**src/common/dtb_consts.svh**
```systemverilog
// constants for the debug trace and break unit
`ifndef DTB_CONSTS_SVH
`define DTB_CONSTS_SVH

// ****************************************
// register indices on the register port
// ****************************************
`define DTB_IDX_HOST_RESET 3'h0
`define DTB_IDX_CMP_A_UPPER 3'h1
`define DTB_IDX_CMP_A_LOWER 3'h2
`define DTB_IDX_CMP_B_UPPER 3'h3
`define DTB_IDX_CMP_B_LOWER 3'h4
`define DTB_IDX_FIFO_UPPER 3'h5
`define DTB_IDX_FIFO_LOWER 3'h6
`define DTB_IDX_CONTROL 3'h7

// ****************************************
// field positions and reset values
// ****************************************
`define DTB_BIT_FORCED_RESET 0
`define DTB_BIT_ENABLE 7
`define DTB_BIT_ARM 6
`define DTB_RST_BYTE 8'h00
`define DTB_RST_WORD 16'h0000
`define DTB_READ_ZERO 8'h00

// ****************************************
// trace buffer geometry
// ****************************************
`define DTB_FIFO_DEPTH 8
`define DTB_FIFO_WIDTH 16

`endif

```
**src/common/dtb_pkg.sv**
```systemverilog
// types shared by the debug trace and break unit
package dtb_pkg;

    // ****************************************
    // control register layout, bit 7 first
    // ****************************************
    typedef struct packed {
        logic debug_unit_enable;
        logic capture_arm;
        logic break_kind_tag;
        logic break_request_enable;
        logic cmp_a_direction_value;
        logic cmp_a_direction_qualify;
        logic cmp_b_direction_value;
        logic cmp_b_direction_qualify;
    } dtb_ctrl_t;

    // ****************************************
    // register port request
    // ****************************************
    typedef struct packed {
        logic [2:0] sel;
        logic wr;
        logic rd;
        logic bgnd;
        logic [7:0] wdata;
    } dtb_req_t;

    // ****************************************
    // observed cpu bus cycle
    // ****************************************
    typedef struct packed {
        logic [15:0] addr;
        logic [7:0] data;
        logic valid;
        logic is_read;
        logic opfetch;
    } dtb_cpu_t;

    // ****************************************
    // whole state of the top module
    // ****************************************
    typedef struct packed {
        logic [15:0] cmp_a;
        logic [15:0] cmp_b;
        dtb_ctrl_t ctrl;
        logic run_active_flag;
        logic tracing;
        logic brk;
        logic rst_req;
        logic rst_done;
        logic [15:0] last_op;
        logic [7:0] rdata;
    } dtb_state_t;

endpackage : dtb_pkg

```
**src/verilog/dtb_top.sv**
```systemverilog
// debug trace and break unit: registers, run control, capture and breaks
`timescale 1ns/1ps
`default_nettype none
`include "dtb_consts.svh"

// Function
// - user writes to host reset register ignored
// - host reset register always reads zero
// - host writing bit 0 forces system reset, once per reset
// - four comparator bytes clear on reset
// - comparator bytes writable only while disarmed
// - both fifo byte ports are read only
// - event-only modes: upper fifo byte reads zero
// - upper fifo read does not advance fifo
// - lower fifo read advances to next word
// - armed: lower reads do not advance fifo
// - disarmed lower read stores last opcode address
// - profiling fifo is an eight-entry delay
// - control register accessible at any time
// - enable cannot be set while secured
// - arm sets run flag, cleared at completion
// - writing zero to arm or enable ends run
// - tag bit selects force or tag break
// - end trace breaks on trigger condition
// - begin trace breaks when fifo fills
// - comparator A direction qualification
// - comparator B direction qualification
// - run completes on full or end trigger
module dtb_top #(
    parameter int AW = 16
) (
    // clock and reset
    input wire logic ref_clk,
    input wire logic rst,
    // register port
    input wire dtb_pkg::dtb_req_t reg_req,
    output logic [7:0] reg_rdata,
    // observed cpu bus
    input wire dtb_pkg::dtb_cpu_t cpu_bus,
    // trigger mode set elsewhere
    input wire logic mode_begin_trace,
    input wire logic mode_event_only,
    input wire logic secure_state,
    // status
    output logic run_active_flag,
    output logic [3:0] fifo_valid_count,
    // break and reset requests
    output logic break_req,
    output logic break_is_tag,
    output logic sys_reset_req
);

    // ****************************************
    // state and helper signals
    // ****************************************
    dtb_pkg::dtb_state_t state_ff;
    dtb_pkg::dtb_state_t nxt_state;
    logic match_a;
    logic match_b;
    logic trigger;
    logic fifo_clear;
    logic fifo_shift;
    logic [15:0] fifo_din;
    logic [15:0] fifo_head;
    logic [3:0] fifo_count;
    logic fifo_full;
    logic wr_ctrl;
    logic rd_lower;
    logic begin_like;
    logic store_now;
    logic run_done;
    dtb_pkg::dtb_ctrl_t wctrl;

    // ****************************************
    // comparators A and B
    // ****************************************
    dtb_comparator #(
        .AW(AW)
    ) u_cmp_a (
        .cmp_value(state_ff.cmp_a),
        .dir_qualify(state_ff.ctrl.cmp_a_direction_qualify),
        .dir_value(state_ff.ctrl.cmp_a_direction_value),
        .bus_addr(cpu_bus.addr),
        .bus_valid(cpu_bus.valid),
        .bus_is_read(cpu_bus.is_read),
        .match(match_a)
    );

    dtb_comparator #(
        .AW(AW)
    ) u_cmp_b (
        .cmp_value(state_ff.cmp_b),
        .dir_qualify(state_ff.ctrl.cmp_b_direction_qualify),
        .dir_value(state_ff.ctrl.cmp_b_direction_value),
        .bus_addr(cpu_bus.addr),
        .bus_valid(cpu_bus.valid),
        .bus_is_read(cpu_bus.is_read),
        .match(match_b)
    );

    // ****************************************
    // trace buffer
    // ****************************************
    dtb_trace_fifo #(
        .W(`DTB_FIFO_WIDTH),
        .DEPTH(`DTB_FIFO_DEPTH)
    ) u_fifo (
        .ref_clk(ref_clk),
        .rst(rst),
        .clear(fifo_clear),
        .shift(fifo_shift),
        .din(fifo_din),
        .head(fifo_head),
        .count(fifo_count),
        .full(fifo_full)
    );

    // ****************************************
    // capture and run completion
    // ****************************************
    // the trigger itself is a plain A-or-B match; finer trigger modes live elsewhere
    always_comb begin
        trigger = match_a | match_b;
        // event-only modes always behave as begin traces
        begin_like = mode_begin_trace | mode_event_only;
        wr_ctrl = reg_req.wr && (reg_req.sel == `DTB_IDX_CONTROL);
        rd_lower = reg_req.rd && (reg_req.sel == `DTB_IDX_FIFO_LOWER);
        wctrl = dtb_pkg::dtb_ctrl_t'(reg_req.wdata);
        store_now = 1'b0;
        run_done = 1'b0;
        if (state_ff.run_active_flag && state_ff.ctrl.debug_unit_enable) begin
            if (begin_like) begin
                // storing starts with the trigger cycle itself
                store_now = (state_ff.tracing || trigger) &&
                            (mode_event_only ? cpu_bus.valid : cpu_bus.opfetch) && !fifo_full;
                run_done = fifo_full;
            end else begin
                // circular capture of opcode fetches until the trigger
                store_now = cpu_bus.opfetch;
                run_done = trigger;
            end
        end
    end

    // fifo move: trace capture while armed, profiling read while disarmed
    always_comb begin
        fifo_clear = wr_ctrl && wctrl.capture_arm && !state_ff.run_active_flag;
        fifo_shift = 1'b0;
        fifo_din = 16'h0000;
        if (store_now) begin
            fifo_shift = 1'b1;
            // event-only capture keeps just the bus data byte, with a zero upper byte
            fifo_din = mode_event_only ? {8'h00, cpu_bus.data} : cpu_bus.addr;
        end else if (rd_lower && !state_ff.run_active_flag) begin
            // head leaves, last opcode address enters the tail: eight-read delay
            fifo_shift = 1'b1;
            fifo_din = state_ff.last_op;
        end
        // an armed lower read leaves the fifo where it is
    end

    // ****************************************
    // next state
    // ****************************************
    always_comb begin
        nxt_state = state_ff;
        nxt_state.brk = 1'b0;
        nxt_state.rst_req = 1'b0;

        // remember the newest opcode fetch address for profiling
        if (cpu_bus.valid && cpu_bus.opfetch) begin
            nxt_state.last_op = cpu_bus.addr;
        end

        // begin traces keep storing once a trigger cycle has itself been stored
        if (store_now && trigger) begin
            nxt_state.tracing = 1'b1;
        end

        // completion clears arm and the run flag, breaking if enabled
        if (run_done) begin
            nxt_state.ctrl.capture_arm = 1'b0;
            nxt_state.run_active_flag = 1'b0;
            nxt_state.tracing = 1'b0;
            nxt_state.brk = state_ff.ctrl.break_request_enable;
        end

        // register writes
        if (reg_req.wr) begin
            unique case (reg_req.sel)
                `DTB_IDX_HOST_RESET: begin
                    // only background commands reach this bit, and only once per reset
                    if (reg_req.bgnd && reg_req.wdata[`DTB_BIT_FORCED_RESET] &&
                        !state_ff.rst_done) begin
                        nxt_state.rst_req = 1'b1;
                        nxt_state.rst_done = 1'b1;
                    end
                end
                `DTB_IDX_CMP_A_UPPER: begin
                    if (!state_ff.ctrl.capture_arm) begin
                        nxt_state.cmp_a[15:8] = reg_req.wdata;
                    end
                end
                `DTB_IDX_CMP_A_LOWER: begin
                    if (!state_ff.ctrl.capture_arm) begin
                        nxt_state.cmp_a[7:0] = reg_req.wdata;
                    end
                end
                `DTB_IDX_CMP_B_UPPER: begin
                    if (!state_ff.ctrl.capture_arm) begin
                        nxt_state.cmp_b[15:8] = reg_req.wdata;
                    end
                end
                `DTB_IDX_CMP_B_LOWER: begin
                    if (!state_ff.ctrl.capture_arm) begin
                        nxt_state.cmp_b[7:0] = reg_req.wdata;
                    end
                end
                `DTB_IDX_FIFO_UPPER, `DTB_IDX_FIFO_LOWER: begin
                    // read-only ports: a write changes nothing
                    nxt_state.ctrl = nxt_state.ctrl;
                end
                `DTB_IDX_CONTROL: begin
                    // writable at any time, no arm restriction
                    nxt_state.ctrl = wctrl;
                    // a secured part keeps the unit disabled
                    nxt_state.ctrl.debug_unit_enable = wctrl.debug_unit_enable && !secure_state;
                    // arming needs the unit enabled
                    nxt_state.ctrl.capture_arm = wctrl.capture_arm && nxt_state.ctrl.debug_unit_enable;
                    if (nxt_state.ctrl.capture_arm) begin
                        // a fresh arm starts a new run
                        if (!state_ff.run_active_flag) begin
                            nxt_state.tracing = 1'b0;
                        end
                        nxt_state.run_active_flag = 1'b1;
                    end else begin
                        // zero in arm or enable stops the run now
                        nxt_state.run_active_flag = 1'b0;
                        nxt_state.tracing = 1'b0;
                    end
                end
            endcase
        end

        // read data is registered one cycle after the read strobe
        if (reg_req.rd) begin
            unique case (reg_req.sel)
                `DTB_IDX_HOST_RESET: nxt_state.rdata = `DTB_READ_ZERO;
                `DTB_IDX_CMP_A_UPPER: nxt_state.rdata = state_ff.cmp_a[15:8];
                `DTB_IDX_CMP_A_LOWER: nxt_state.rdata = state_ff.cmp_a[7:0];
                `DTB_IDX_CMP_B_UPPER: nxt_state.rdata = state_ff.cmp_b[15:8];
                `DTB_IDX_CMP_B_LOWER: nxt_state.rdata = state_ff.cmp_b[7:0];
                // upper read never moves the fifo
                `DTB_IDX_FIFO_UPPER: nxt_state.rdata = mode_event_only ? `DTB_READ_ZERO :
                                                       fifo_head[15:8];
                `DTB_IDX_FIFO_LOWER: nxt_state.rdata = fifo_head[7:0];
                `DTB_IDX_CONTROL: nxt_state.rdata = state_ff.ctrl;
            endcase
        end
    end

    // ****************************************
    // state register
    // ****************************************
    // everything, the forced reset latch included, returns to zero with system reset
    always_ff @(posedge ref_clk or posedge rst) begin
        if (rst) begin
            state_ff <= '0;
        end else begin
            state_ff <= nxt_state;
        end
    end

    // ****************************************
    // outputs
    // ****************************************
    assign reg_rdata = state_ff.rdata;
    assign run_active_flag = state_ff.run_active_flag;
    assign fifo_valid_count = fifo_count;
    assign break_req = state_ff.brk;
    // kind only matters while breaks are enabled; 0 force, 1 tag
    assign break_is_tag = state_ff.ctrl.break_kind_tag && state_ff.ctrl.break_request_enable;
    assign sys_reset_req = state_ff.rst_req;

endmodule : dtb_top

`default_nettype wire

```
**src/verilog/dtb_comparator.sv**
```systemverilog
// one address comparator with read/write qualification
`timescale 1ns/1ps
`default_nettype none

module dtb_comparator #(
    parameter int AW = 16
) (
    // compare value and qualification
    input wire logic [AW-1:0] cmp_value,
    input wire logic dir_qualify,
    input wire logic dir_value,
    // observed bus cycle
    input wire logic [AW-1:0] bus_addr,
    input wire logic bus_valid,
    input wire logic bus_is_read,
    // result
    output logic match
);

    // direction is ignored unless qualification is on; 0 = write, 1 = read
    always_comb begin
        match = bus_valid && (bus_addr == cmp_value) &&
                (!dir_qualify || (bus_is_read == dir_value));
    end

endmodule : dtb_comparator

`default_nettype wire

```
**src/verilog/dtb_trace_fifo.sv**
```systemverilog
// eight-word shifting trace buffer with a valid count
`timescale 1ns/1ps
`default_nettype none
`include "dtb_consts.svh"

module dtb_trace_fifo #(
    parameter int W = `DTB_FIFO_WIDTH,
    parameter int DEPTH = `DTB_FIFO_DEPTH
) (
    // clock and reset
    input wire logic ref_clk,
    input wire logic rst,
    // control
    input wire logic clear,
    input wire logic shift,
    input wire logic [W-1:0] din,
    // status and head word
    output logic [W-1:0] head,
    output logic [$clog2(DEPTH):0] count,
    output logic full
);

    typedef struct packed {
        logic [DEPTH-1:0][W-1:0] mem;
        logic [$clog2(DEPTH):0] cnt;
    } dtb_fifo_state_t;

    dtb_fifo_state_t state_ff;
    dtb_fifo_state_t nxt_state;

    // one shift moves every word toward the head and puts din in the last slot,
    // so the same move serves trace capture and profiling reads
    always_comb begin
        nxt_state = state_ff;
        if (clear) begin
            nxt_state.cnt = '0;
        end
        if (shift) begin
            for (int i = 0; i < DEPTH - 1; i++) begin
                nxt_state.mem[i] = state_ff.mem[i+1];
            end
            nxt_state.mem[DEPTH-1] = din;
            if (!clear && state_ff.cnt != DEPTH[$clog2(DEPTH):0]) begin
                nxt_state.cnt = state_ff.cnt + 1'b1;
            end
        end
    end

    // register the state
    always_ff @(posedge ref_clk or posedge rst) begin
        if (rst) begin
            state_ff <= '0;
        end else begin
            state_ff <= nxt_state;
        end
    end

    assign head = state_ff.mem[0];
    assign count = state_ff.cnt;
    assign full = (state_ff.cnt == DEPTH[$clog2(DEPTH):0]);

endmodule : dtb_trace_fifo

`default_nettype wire

```
**config.mk**
```make
export PLATFORM = sky130hd
export DESIGN_NAME = dtb_top
export DESIGN_NICKNAME = d
export VERILOG_FILES = /design/src/common/dtb_pkg.sv /design/src/verilog/dtb_top.sv /design/src/verilog/dtb_comparator.sv /design/src/verilog/dtb_trace_fifo.sv
export VERILOG_INCLUDE_DIRS = /design/src /design/src/common
export SDC_FILE = /design/constraint.sdc
export NUM_CORES = 1
export LEC_CHECK = 0
export ABC_AREA = 1
export BUFFER_PORTS_ARGS = -buffer_cell sky130_fd_sc_hd__buf_2
export CAP_MARGIN = 20
export CORE_ASPECT_RATIO = 1.1
export CORE_MARGIN = 2
export CORE_UTILIZATION = 30
export CTS_CLUSTER_SIZE = 40
export DETAILED_ROUTE_END_ITERATION = 12
export PLACE_DENSITY_LB_ADDON = 0.12
export SYNTH_ARGS = -nofsm -noshare
export SYNTH_HDL_FRONTEND = slang
export SYNTH_SLANG_ARGS = --single-unit
```
**constraint.sdc**
```tcl
create_clock -name ref_clk -period 7.3 [get_ports ref_clk]
set_input_delay 1.095 -clock ref_clk [delete_from_list [all_inputs] [get_ports ref_clk]]
set_output_delay 1.095 -clock ref_clk [all_outputs]
set_load 0.02 [all_outputs]
```
Word-level counts from Yosys, hierarchy flattened
Cells that the tools add are included.
{ "op_classes": {"add_sub_neg": 1, "eq_ne": 13, "n_mux": 26, "n_bitwise": 3, "n_reduce_logical": 37} }
{ "ops": {"columns": ["cell", "count"], "rows": [
  ["case mux 8 bit (8 select lines)", 1],
  ["two-way mux 16 bit", 3],
  ["equality test 16 bit", 2],
  ["logical AND 1 bit", 20],
  ["AND reduction 3 bit", 5],
  ["equality test 3 bit, second input constant", 4],
  ["two-way mux 4 bit", 3],
  ["two-way mux 1 bit", 10],
  ["two-way mux 2 bit", 5],
  ["two-way mux 9 bit", 1],
  ["two-way mux 8 bit", 1],
  ["logical NOT 1 bit", 7],
  ["two-way mux 7 bit", 1],
  ["equality test 3 x 2 -> 1 bit, second input constant", 2],
  ["adder 4 x 1 -> 4 bit, second input constant", 1],
  ["equality test 4 bit, second input constant", 1],
  ["inequality test 4 bit, second input constant", 1],
  ["equality test 3 x 1 -> 1 bit, second input constant", 1],
  ["logical NOT 3 bit", 1],
  ["logical OR 1 bit", 3],
  ["two-way mux 3 bit", 1],
  ["equality test 1 bit", 2],
  ["OR 1 bit", 2],
  ["AND reduction 2 bit", 1],
  ["NOT 1 bit", 1]
]} }
{ "word_totals": {"ff_bits": 201, "inputBits": 46, "output_inout_bits": 16, "elab_cells": 108} }

Longest topological paths before layout
Gate-level depths: netlist of run 1.
{ "depth": {"word_depth": 16, "ltp_mapped": 18, "mapped_depth_nobuf": 16} }

By module
A second synthesis of run 1 with hierarchy kept.
{ "unflattened": {"cells_unflattened": 1182, "area_unflattened_um2": 9452.8} }
{ "modules_own_cells": {"columns": ["mod", "n_inst", "cells_per_inst", "area_each_um2", "seq_area_each_um2"], "rows": [
  ["dtb_trace_fifo", 1, 582, 5163.7, 3303.2],
  ["dtb_top", 1, 482, 3748.6, 1726.7],
  ["dtb_comparator", 2, 59, 270.3, 0.0]
]} }

Worst setup path before layout of run 1
No wires, ideal clock.
{ "synth_path": {"path_type": "in2reg", "start": "input port cpu_bus[14] (netlist name)", "end": "register u_fifo.state_ff (netlist bit u_fifo.head[0])", "setup_time_ns": 0.117, "t_arrival_ns": 2.438, "t_required_ns": 7.183, "setup_slack_ns": 4.745, "cell_stages": 16, "n_path_buf": 2, "path_cell_list": "inv_1 -> or2_2 -> nand3_1 -> nor2_1 -> nand3_1 -> nand2_1 -> nand2_1 -> nand2_1 -> nand2_1 -> nand2_4 -> nand2_4 -> nand2_4 -> buf_6 -> buf_6 -> nand2_1 -> nand2_1"} }
{ "synth_via": {"elab_chain_cells": 10, "elab_cells_between_ends": 13, "cone_classes": "eq/ne (2); mux (3); bitwise (1); reduce/logical (7)"} }
{ "synth_lines": {"columns": ["element", "line", "text"], "rows": [
  ["from (decl)", "dtb_top.sv:39", "input wire dtb_pkg::dtb_cpu_t cpu_bus,"],
  ["equality test 16 bit", "dtb_comparator.sv:22", "match = bus_valid && (bus_addr == cmp_value) &&"],
  ["logical AND 1 bit (2 in a row)", "dtb_comparator.sv:22", null],
  ["OR 1 bit (*)", "dtb_top.sv:123", "trigger = match_a | match_b;"],
  ["logical OR 1 bit (*)", "dtb_top.sv:134", "store_now = (state_ff.tracing || trigger) &&"],
  ["logical AND 1 bit (*)", "dtb_top.sv:134", null],
  ["logical AND 1 bit (*)", "dtb_top.sv:135", "(mode_event_only ? cpu_bus.valid : cpu_bus.opfetch) && !fifo_full;"],
  ["two-way mux 1 bit (*)", "dtb_top.sv:132", "if (begin_like) begin"],
  ["two-way mux 1 bit (*)", "dtb_top.sv:131", "if (state_ff.run_active_flag && state_ff.ctrl.debug_unit_enable) begin"],
  ["two-way mux 1 bit (*)", "dtb_top.sv:150", "if (store_now) begin"],
  ["to (signal assigned)", "dtb_trace_fifo.sv:54", "state_ff <= nxt_state;"],
  ["to (decl)", "dtb_trace_fifo.sv:28", "dtb_fifo_state_t state_ff;"]
]} }
Every way passes the cells marked *; elsewhere a longest branch is shown, timed or not.
A chain may end at the register's enable or synchronous reset.

Final worst setup path of run 1
{ "layout_path": {"start": "input port reg_req[12] (netlist name)", "end": "register u_fifo.state_ff[32] (netlist name)"} }
{ "layout_via": {"elab_chain_cells": 5} }
{ "layout_lines": {"columns": ["element", "line", "text"], "rows": [
  ["from (decl)", "dtb_top.sv:36", "input wire dtb_pkg::dtb_req_t reg_req,"],
  ["equality test 3 bit", null, null],
  ["logical AND 1 bit", "dtb_top.sv:127", "rd_lower = reg_req.rd && (reg_req.sel == `DTB_IDX_FIFO_LOWER);"],
  ["logical AND 1 bit", "dtb_top.sv:154", "end else if (rd_lower && !state_ff.run_active_flag) begin"],
  ["two-way mux 1 bit", "dtb_top.sv:154", null],
  ["two-way mux 1 bit", "dtb_top.sv:150", null]
]} }
No other way between the ends.

==> results.md, run 1 <==
- Die X: 172 um
- Die area: 32,400 um2
- Gate Count Post-Synth: 1,140
- Core area: 30,500 um2
- Worst-path fanout max: 92
- Pin count of the biggest net entering global routing: 110
- Placed insts: ~1,600
- Dpl ws: 3.02 ns
- Root Driver: clkbuf_16
- Vias in the first global route: 7,313
- Yosys warnings: 0
- Largest area contributor in the netlist: dfrtp_1
- Worst-Skew Late Latency: just over 0.5 ns
- Tightest Pin Transition: about 1.0 ns
- Initial detailed-routing violation count: between 400 and 500
- Power per cell area: 291 nW/um2
- Rows: 67
- Fin crit period: between 3 and 4 ns
- Fraction of layout cells with a size suffix above 1: between 10 and 15%
- Wirelength per Cell: 16.2 um
- Maximum VDD drop: 0.191 mV
- Most used DFF post-synth: dfrtp_1
- Finished Cell Area: 10,700 um2
- Die Y: 189 um
- Via count: 7,427
- Via density: 4.65
- Antenna diodes: 0
- Min-delay worst type: reg2reg
- Synth Register Bits: around 200
- Most frequent cell after synthesis: nand2_1
- Syn Nets: 1,188
- Gates resized, CTS repair: 0
- Num CTS Buffers: 24
- Post-synth EDFFs: 0
- DR DRC count: 0
- Leakage power: 5.65 nW
- Grt ovf: 0
- Commonest cells post-synth: nand2_1 (473), dfrtp_1 (201), nand3_1 (148), o21ai_0 (78), inv_1 (71)
- Gr usage total: 16.4%
- Setup TNS Final: 0 ns
- Antenna violations before repair: 0
- GPL Wtd Cong: approximately 0.85
- Sequential share of the synthesized area: 54.2%
- Synth area leaders: dfrtp_1 (54%), nand2_1 (19%), nand3_1 (8.0%)
- Post-CTS setup buffer count: 0
- Area Growth Syn to Fin: 14.8%
- Io pins: 62
- Initial core utilization: 30.4%
- Filler cells: 3,291
- Non-filler cells in the finished layout: around 1,600
- Max-Cap Viols: 0
- RSZ-0062 raised after global routing: no
- PortBufs: 61
- Tcrit/Tclk final: 51.3%
- Critical path class: in2reg
- # nets final: 1,216
- Worst setup margin: 3.56 ns
- Avg Cell Area, Syn: 8.15 um2
- Setup-failing EPs final: 0
- Dpl cell area: ~9800 um2
- Share of the synthesized area in the top cell type: 54.2%
- TritonCTS clock tree: yes
- Hold-fix buffers, CTS: 0
- Async SR Flop Fraction: 100%
- Status: finished, final reports clean
- Max frequency: 267 MHz
- Hold Vio Cnt, Final: 0
- CP Capture Type: flip-flop
- WL final: 25.9 mm
- Worst Skew: 0.00900 ns
- Clock Tree Buf Depth: 3
- Worst endpoint required time: 7.74 ns
- CP Data Arrival Time: 4.18 ns
- DRT Pass-1 Iters: 6
- First-pass GRT wire length: between 40 and 50 mm
- Slew margin rel.: 30.3%
- CTS sink count: about 200
- Syn Std Cell Area: 9290 um2
- Post-route ant nets: 0
- Startpoint types: input pin
- H-tree levels: 1
- Register clock-pin slew on the reported worst setup and hold paths: 0.05 ns
- Slew Viols, Final: 0
- DPL Wire Length: 17.4 mm
- Netlist cell types: 33
state kept, by name, summed over array words and instances, names as in the netlist:
signal and cells:
u_fifo.state_ff 112, state_ff 58, u_fifo.head 16, reg_rdata 8
u_fifo.count 4, break_req 1, run_active_flag 1, sys_reset_req 1
worst max-delay path, stage by stage:
cell and delay, ns:
buf_2 0.11, inv_1 0.12, nor3_4 0.47, nand3_4 0.68, nand2_4 1.01, buf_4 0.42, nand2_1 0.09, nand2_1 0.08
layer usage:
metal | track usage, % | up-vias | part of all wire (%)
met5 | 0 | - | 0
met4 | 4.10 | 0 | 1.9
met3 | 1.91 | 31 | 3.2
met2 | 25.6 | 133 | 46
met1 | 24.1 | 3568 | 48
li1 | - | 3695 | -
metrics by stage:
step           total power, W  hold WS, ns  utilization [%]
3_3_place_gp          0.00181        0.433             32.1
3_5_place_dp          0.00182        0.437             32.1
5_1_grt               0.00327        0.466             34.9
2_1_floorplan         0.00169        0.406                -
6_report              0.00311        0.433             34.9
4_1_cts               0.00315        0.435             34.9
path summary, 6_finish.rpt:
kind,end,depth (start not counted),startpoint,slack [ns]
max,u_fifo.state_ff[32],8,reg_req[12],3.56
min,sys_reset_req,1,state_ff[24],0.43
max reg2reg,u_fifo.state_ff[32],14,u_fifo.count[0],3.95
min reg2reg,sys_reset_req,1,state_ff[24],0.43
max in group asynchronous,state_ff[59],3,rst,5.38
min in group asynchronous,u_fifo.head[10],2,rst,0.71
cell usage in the layout (no fill, tap or decap), types with 3 or more instances in the layout:
| cell | count |
|---|---|
| a21oi_1 | 5 |
| a22oi_1 | 14 |
| buf_2 | 61 |
| buf_4 | 6 |
| bufinv_16 | 5 |
| clkbuf_1 | 5 |
| clkbuf_16 | 25 |
| clkbuf_8 | 5 |
| dfrtp_1 | 201 |
| inv_1 | 70 |
| inv_2 | 11 |
| mux2_2 | 7 |
| nand2_1 | 473 |
| nand2_4 | 3 |
| nand3_1 | 148 |
| nand4_1 | 4 |
| nor2_1 | 22 |
| nor3_1 | 3 |
| o2111ai_1 | 3 |
| o21ai_0 | 78 |
| o22ai_1 | 5 |
| xnor2_1 | 9 |
power by group:
| group | internal [W] | total [W] | switching [W] |
|---|---|---|---|
| logic | 0.000151 | 0.000391 | 0.000240 |
| registers | 0.00128 | 0.00140 | 0.000119 |
| clock network | 0.000849 | 0.00132 | 0.000466 |
kinds of logic after synthesis:
family	share of synthesized area [%]
DFF	54.2
and+or+nand+nor	29.9
adders and majority gates	0.269
AOI/OAI and AO/OA	6.40
muxes	0.849
xor gates and xnor gates	0.849
buffers and inverters	7.53
cell type report:
type,count,area [um2],area share [%]
Clock buffer,35,713,6.69
Timing Repair Buffer,67,350,3.29
Clock inverter,7,160,1.50
Multi-Input combinational cell,790,3570,33.5
Tap cell,414,518,4.86
Sequential cell,201,5030,47.2
Inverter,84,323,3.03
Power figures use the tool's default switching activity.
==> inputs of run 2 (changes only) <==
==> constraint.sdc (replaced) <==
create_clock -name ref_clk -period 3.5 [get_ports ref_clk]
set_input_delay 0.525 -clock ref_clk [delete_from_list [all_inputs] [get_ports ref_clk]]
set_output_delay 0.525 -clock ref_clk [all_outputs]
set_load 0.02 [all_outputs]
==> run 2 against run 1 <==
  * Count of clock-buffer cells in the layout did not move
  * Flip-flop and latch count stayed put
  * Worst hold slack worse by 0.19 ns
  * Design area grew 0.40%
  * First-iteration DRC count increased by 13%
  * Sequential share of layout area shrank 0.19 points
  * Clock skew is 0.0058 ns higher
  * Highest routed layer unchanged
  * Wire length rose by 4.5%
  * Clock power rose by 85%
==> results.md, run 2 (synthesis gave the netlist of run 1 again) <==
- Worst-Skew Late Latency: 0.52 ns (about the same)
- Clk pwr share: 39.4% (-3.0 points)
- Slew margin rel.: 39.5% (+9.1 points)
- Switch Pwr: 0.00175 W (+110%)
- Fin crit period: around 2.4 ns
- DPL Wire Length: 18.2 mm (+4.7%)
- H-tree levels: 1 (unchanged)
- Num CTS Buffers: 23 (-4.2%)
- Gr usage total: 17.2% (+0.85 points)
- Antenna diodes: 0 (unchanged)
- DR DRC count: 0 (unchanged)
- Critical path class: reg2reg
- Initial detailed-routing violation count: 519 (+13%)
- Wirelength per Cell: 16.8 um (+3.7%)
- Placed insts: 1,567 (+0.71%)
- PortBufs: 61 (unchanged)
- Slew Viols, Final: 0 (unchanged)
- Gates resized, CTS repair: 0 (unchanged)
- GR Layer Usage met3: 2.46% (+0.55 points)
- RSZ-0062 raised after global routing: no
- Top reg by flops: u_fifo.state_ff
- Die Y: 189 um (unchanged)
- CP Data Arrival Time: 2.82 ns (-1.36 ns)
- Maximum VDD drop: 0.290 mV (+51%)
- Via density: 4.63 (-0.38%)
- GRT Max-Usage Layer: met2
- CP Launch Point: state_ff[40]
- Filler cells: 3,306 (+0.46%)
- TritonCTS clock tree: yes
- Worst r2r src: state_ff[40]
- Combinational share of power: 13.4% (+0.8 points)
- Startpoint types: flip-flop
- Tightest Pin Transition: 0.906 ns (-0.137 ns)
- Status: finished, final reports clean
- Io pins: 62 (unchanged)
- Most frequent cells in the layout: nand2_1 (473), dfrtp_1 (201), nand3_1 (148)
- Via count: 7,454 (+0.36%)
- Final core utilization: 35.1% (+0.14 points)
- Clock Tree Buf Depth: 3 (unchanged)
- Core area: 30,500 um2 (unchanged)
- Power per cell area: 579 nW/um2 (+99%)
- GPL Wtd Cong: 0.891 (+4.8%)
- Worst endpoint required time: 3.95 ns (-3.79 ns)
- CTS sink count: 201 (unchanged)
- Sw frac: 28.3% (+1.7 points)
- Worst Setup EP: u_fifo.state_ff[45]
- DRT Pass-1 Iters: 5 (-1)
- Die area: 32,400 um2 (unchanged)
- Pint: 0.00445 W (+95%)
- Non-filler cells in the finished layout: 1,610 (+0.75%)
- Leakage power: 5.69 nW (+0.55%)
- Tcrit/Tclk final: 67.8%
- Commonest non-fill, non-tap cell in the layout: nand2_1
- Initial core utilization: 30.4% (unchanged)
- Min-delay worst type: in2reg
- R2R depth: 13 (-1)
- Hold Vio Cnt, Final: 0 (unchanged)
- First-pass GRT wire length: 43.3 mm (+3.1%)
- Worst reg2reg path endpoint: u_fifo.state_ff[45]
- Grt ovf: 0 (unchanged)
- Setup-failing EPs final: 0 (unchanged)
- Area Growth Syn to Fin: 15.2%
- WL final: 27.1 mm (+4.5%)
- Vias in the first global route: 7,319 (+0.082%)
- R2r setup slk: 1.13 ns (-2.82 ns)
- Flop pwr share: 47.2% (+2.1 points)
- # nets final: 1,227 (+0.90%)
- Total power draw: 0.00620 W (+100%)
- Met2 Usage GRT: 27.1% (+1.5 points)
- Setup TNS Final: 0 ns (unchanged)
- Antenna violations before repair: 0 (unchanged)
- Pin count of the biggest net entering global routing: 142 (+29%)
- Root Driver: clkbuf_16
- Fraction of layout cells with a size suffix above 1: 12.1% (+0.89 points)
- Worst-path fanout max: 141 (+53%)
- Max frequency: 421 MHz
- Post-CTS setup buffer count: 0 (unchanged)
- Max reg flops: 112 (unchanged)
- Die X: 172 um (unchanged)
- Post-route ant nets: 0 (unchanged)
- GR Util met1: 24.9% (+0.83 points)
- Rows: 67 (unchanged)
- Register clock-pin slew on the reported worst setup and hold paths: 0.06 ns (about the same)
- Max-Cap Viols: 0 (unchanged)
- Worst Skew: 0.0148 ns (+0.00580 ns)
- CP Capture Type: flip-flop
-- run 2: metrics by stage --
stage	hold slack, ns	setup WS, ns	cell area [um2]
floorplan	0.406	0.373	9290
global placement	0.435	0.823	9930
detailed placement	0.418	0.799	9930
CTS	0.220	1.14	10700
global route	0.253	0.845	10700
finish	0.248	1.13	10700
-- run 2: what timing repair did --
item,4_1_cts,5_1_grt
hold endpoints to repair,5,0
setup endpoints to repair,0,0
hold buffers,1,0
-- run 2: worst min-delay path by stage --
stage | start | end | slack (ns) | cells after the start
global route | reg_req[1] | state_ff[30] | 0.25 | 3
finish | reg_req[8] | sys_reset_req | 0.25 | 3
detailed placement | state_ff[24] | sys_reset_req | 0.42 | 1
global placement | state_ff[24] | sys_reset_req | 0.44 | 1
CTS | reg_req[8] | sys_reset_req | 0.22 | 3
floorplan | state_ff[24] | sys_reset_req | 0.41 | 1
-- run 2: layout make-up --
cell class              count  area (um2)  area share [%]
repair buffers             79         505            4.72
clock buffers              35         701            6.55
well taps                 414         518            4.84
clock inverters             7        63.8           0.596
flip-flops and latches    201        5030            47.0
inverters                  84         319            2.98
multi-input cells         790        3570            33.3
-- run 2: routing by layer --
layer,part of all wire (%),routed length [um]
met1,48,12900
met2,47,12600
met3,3.9,1050
met4,1.8,490
met5,0,0
-- run 2: worst max-delay path, cell delays in order, from the launching register on --
cell and delay, ns:
dfrtp_1 0.43, or2_2 0.31, nand3_1 0.10, nor2_1 0.05, nand3_1 0.09, nand2_1 0.06
nand2_1 0.07, nand2_1 0.07, nand2_1 0.10, nand2_4 0.11, nand2_4 0.10, buf_12 0.44
nand3_1 0.14, nand2_1 0.11
-- run 2: power by group through the flow --
stage | sequential, W | clock, W | combinational (W)
final | 0.00293 | 0.00244 | 0.000830
after global routing | 0.00298 | 0.00262 | 0.000965
after CTS | 0.00293 | 0.00252 | 0.000847
after detailed placement | 0.00297 | 0 | 0.000840
after global placement | 0.00297 | 0 | 0.000836
after floorplan | 0.00288 | 0 | 0.000642
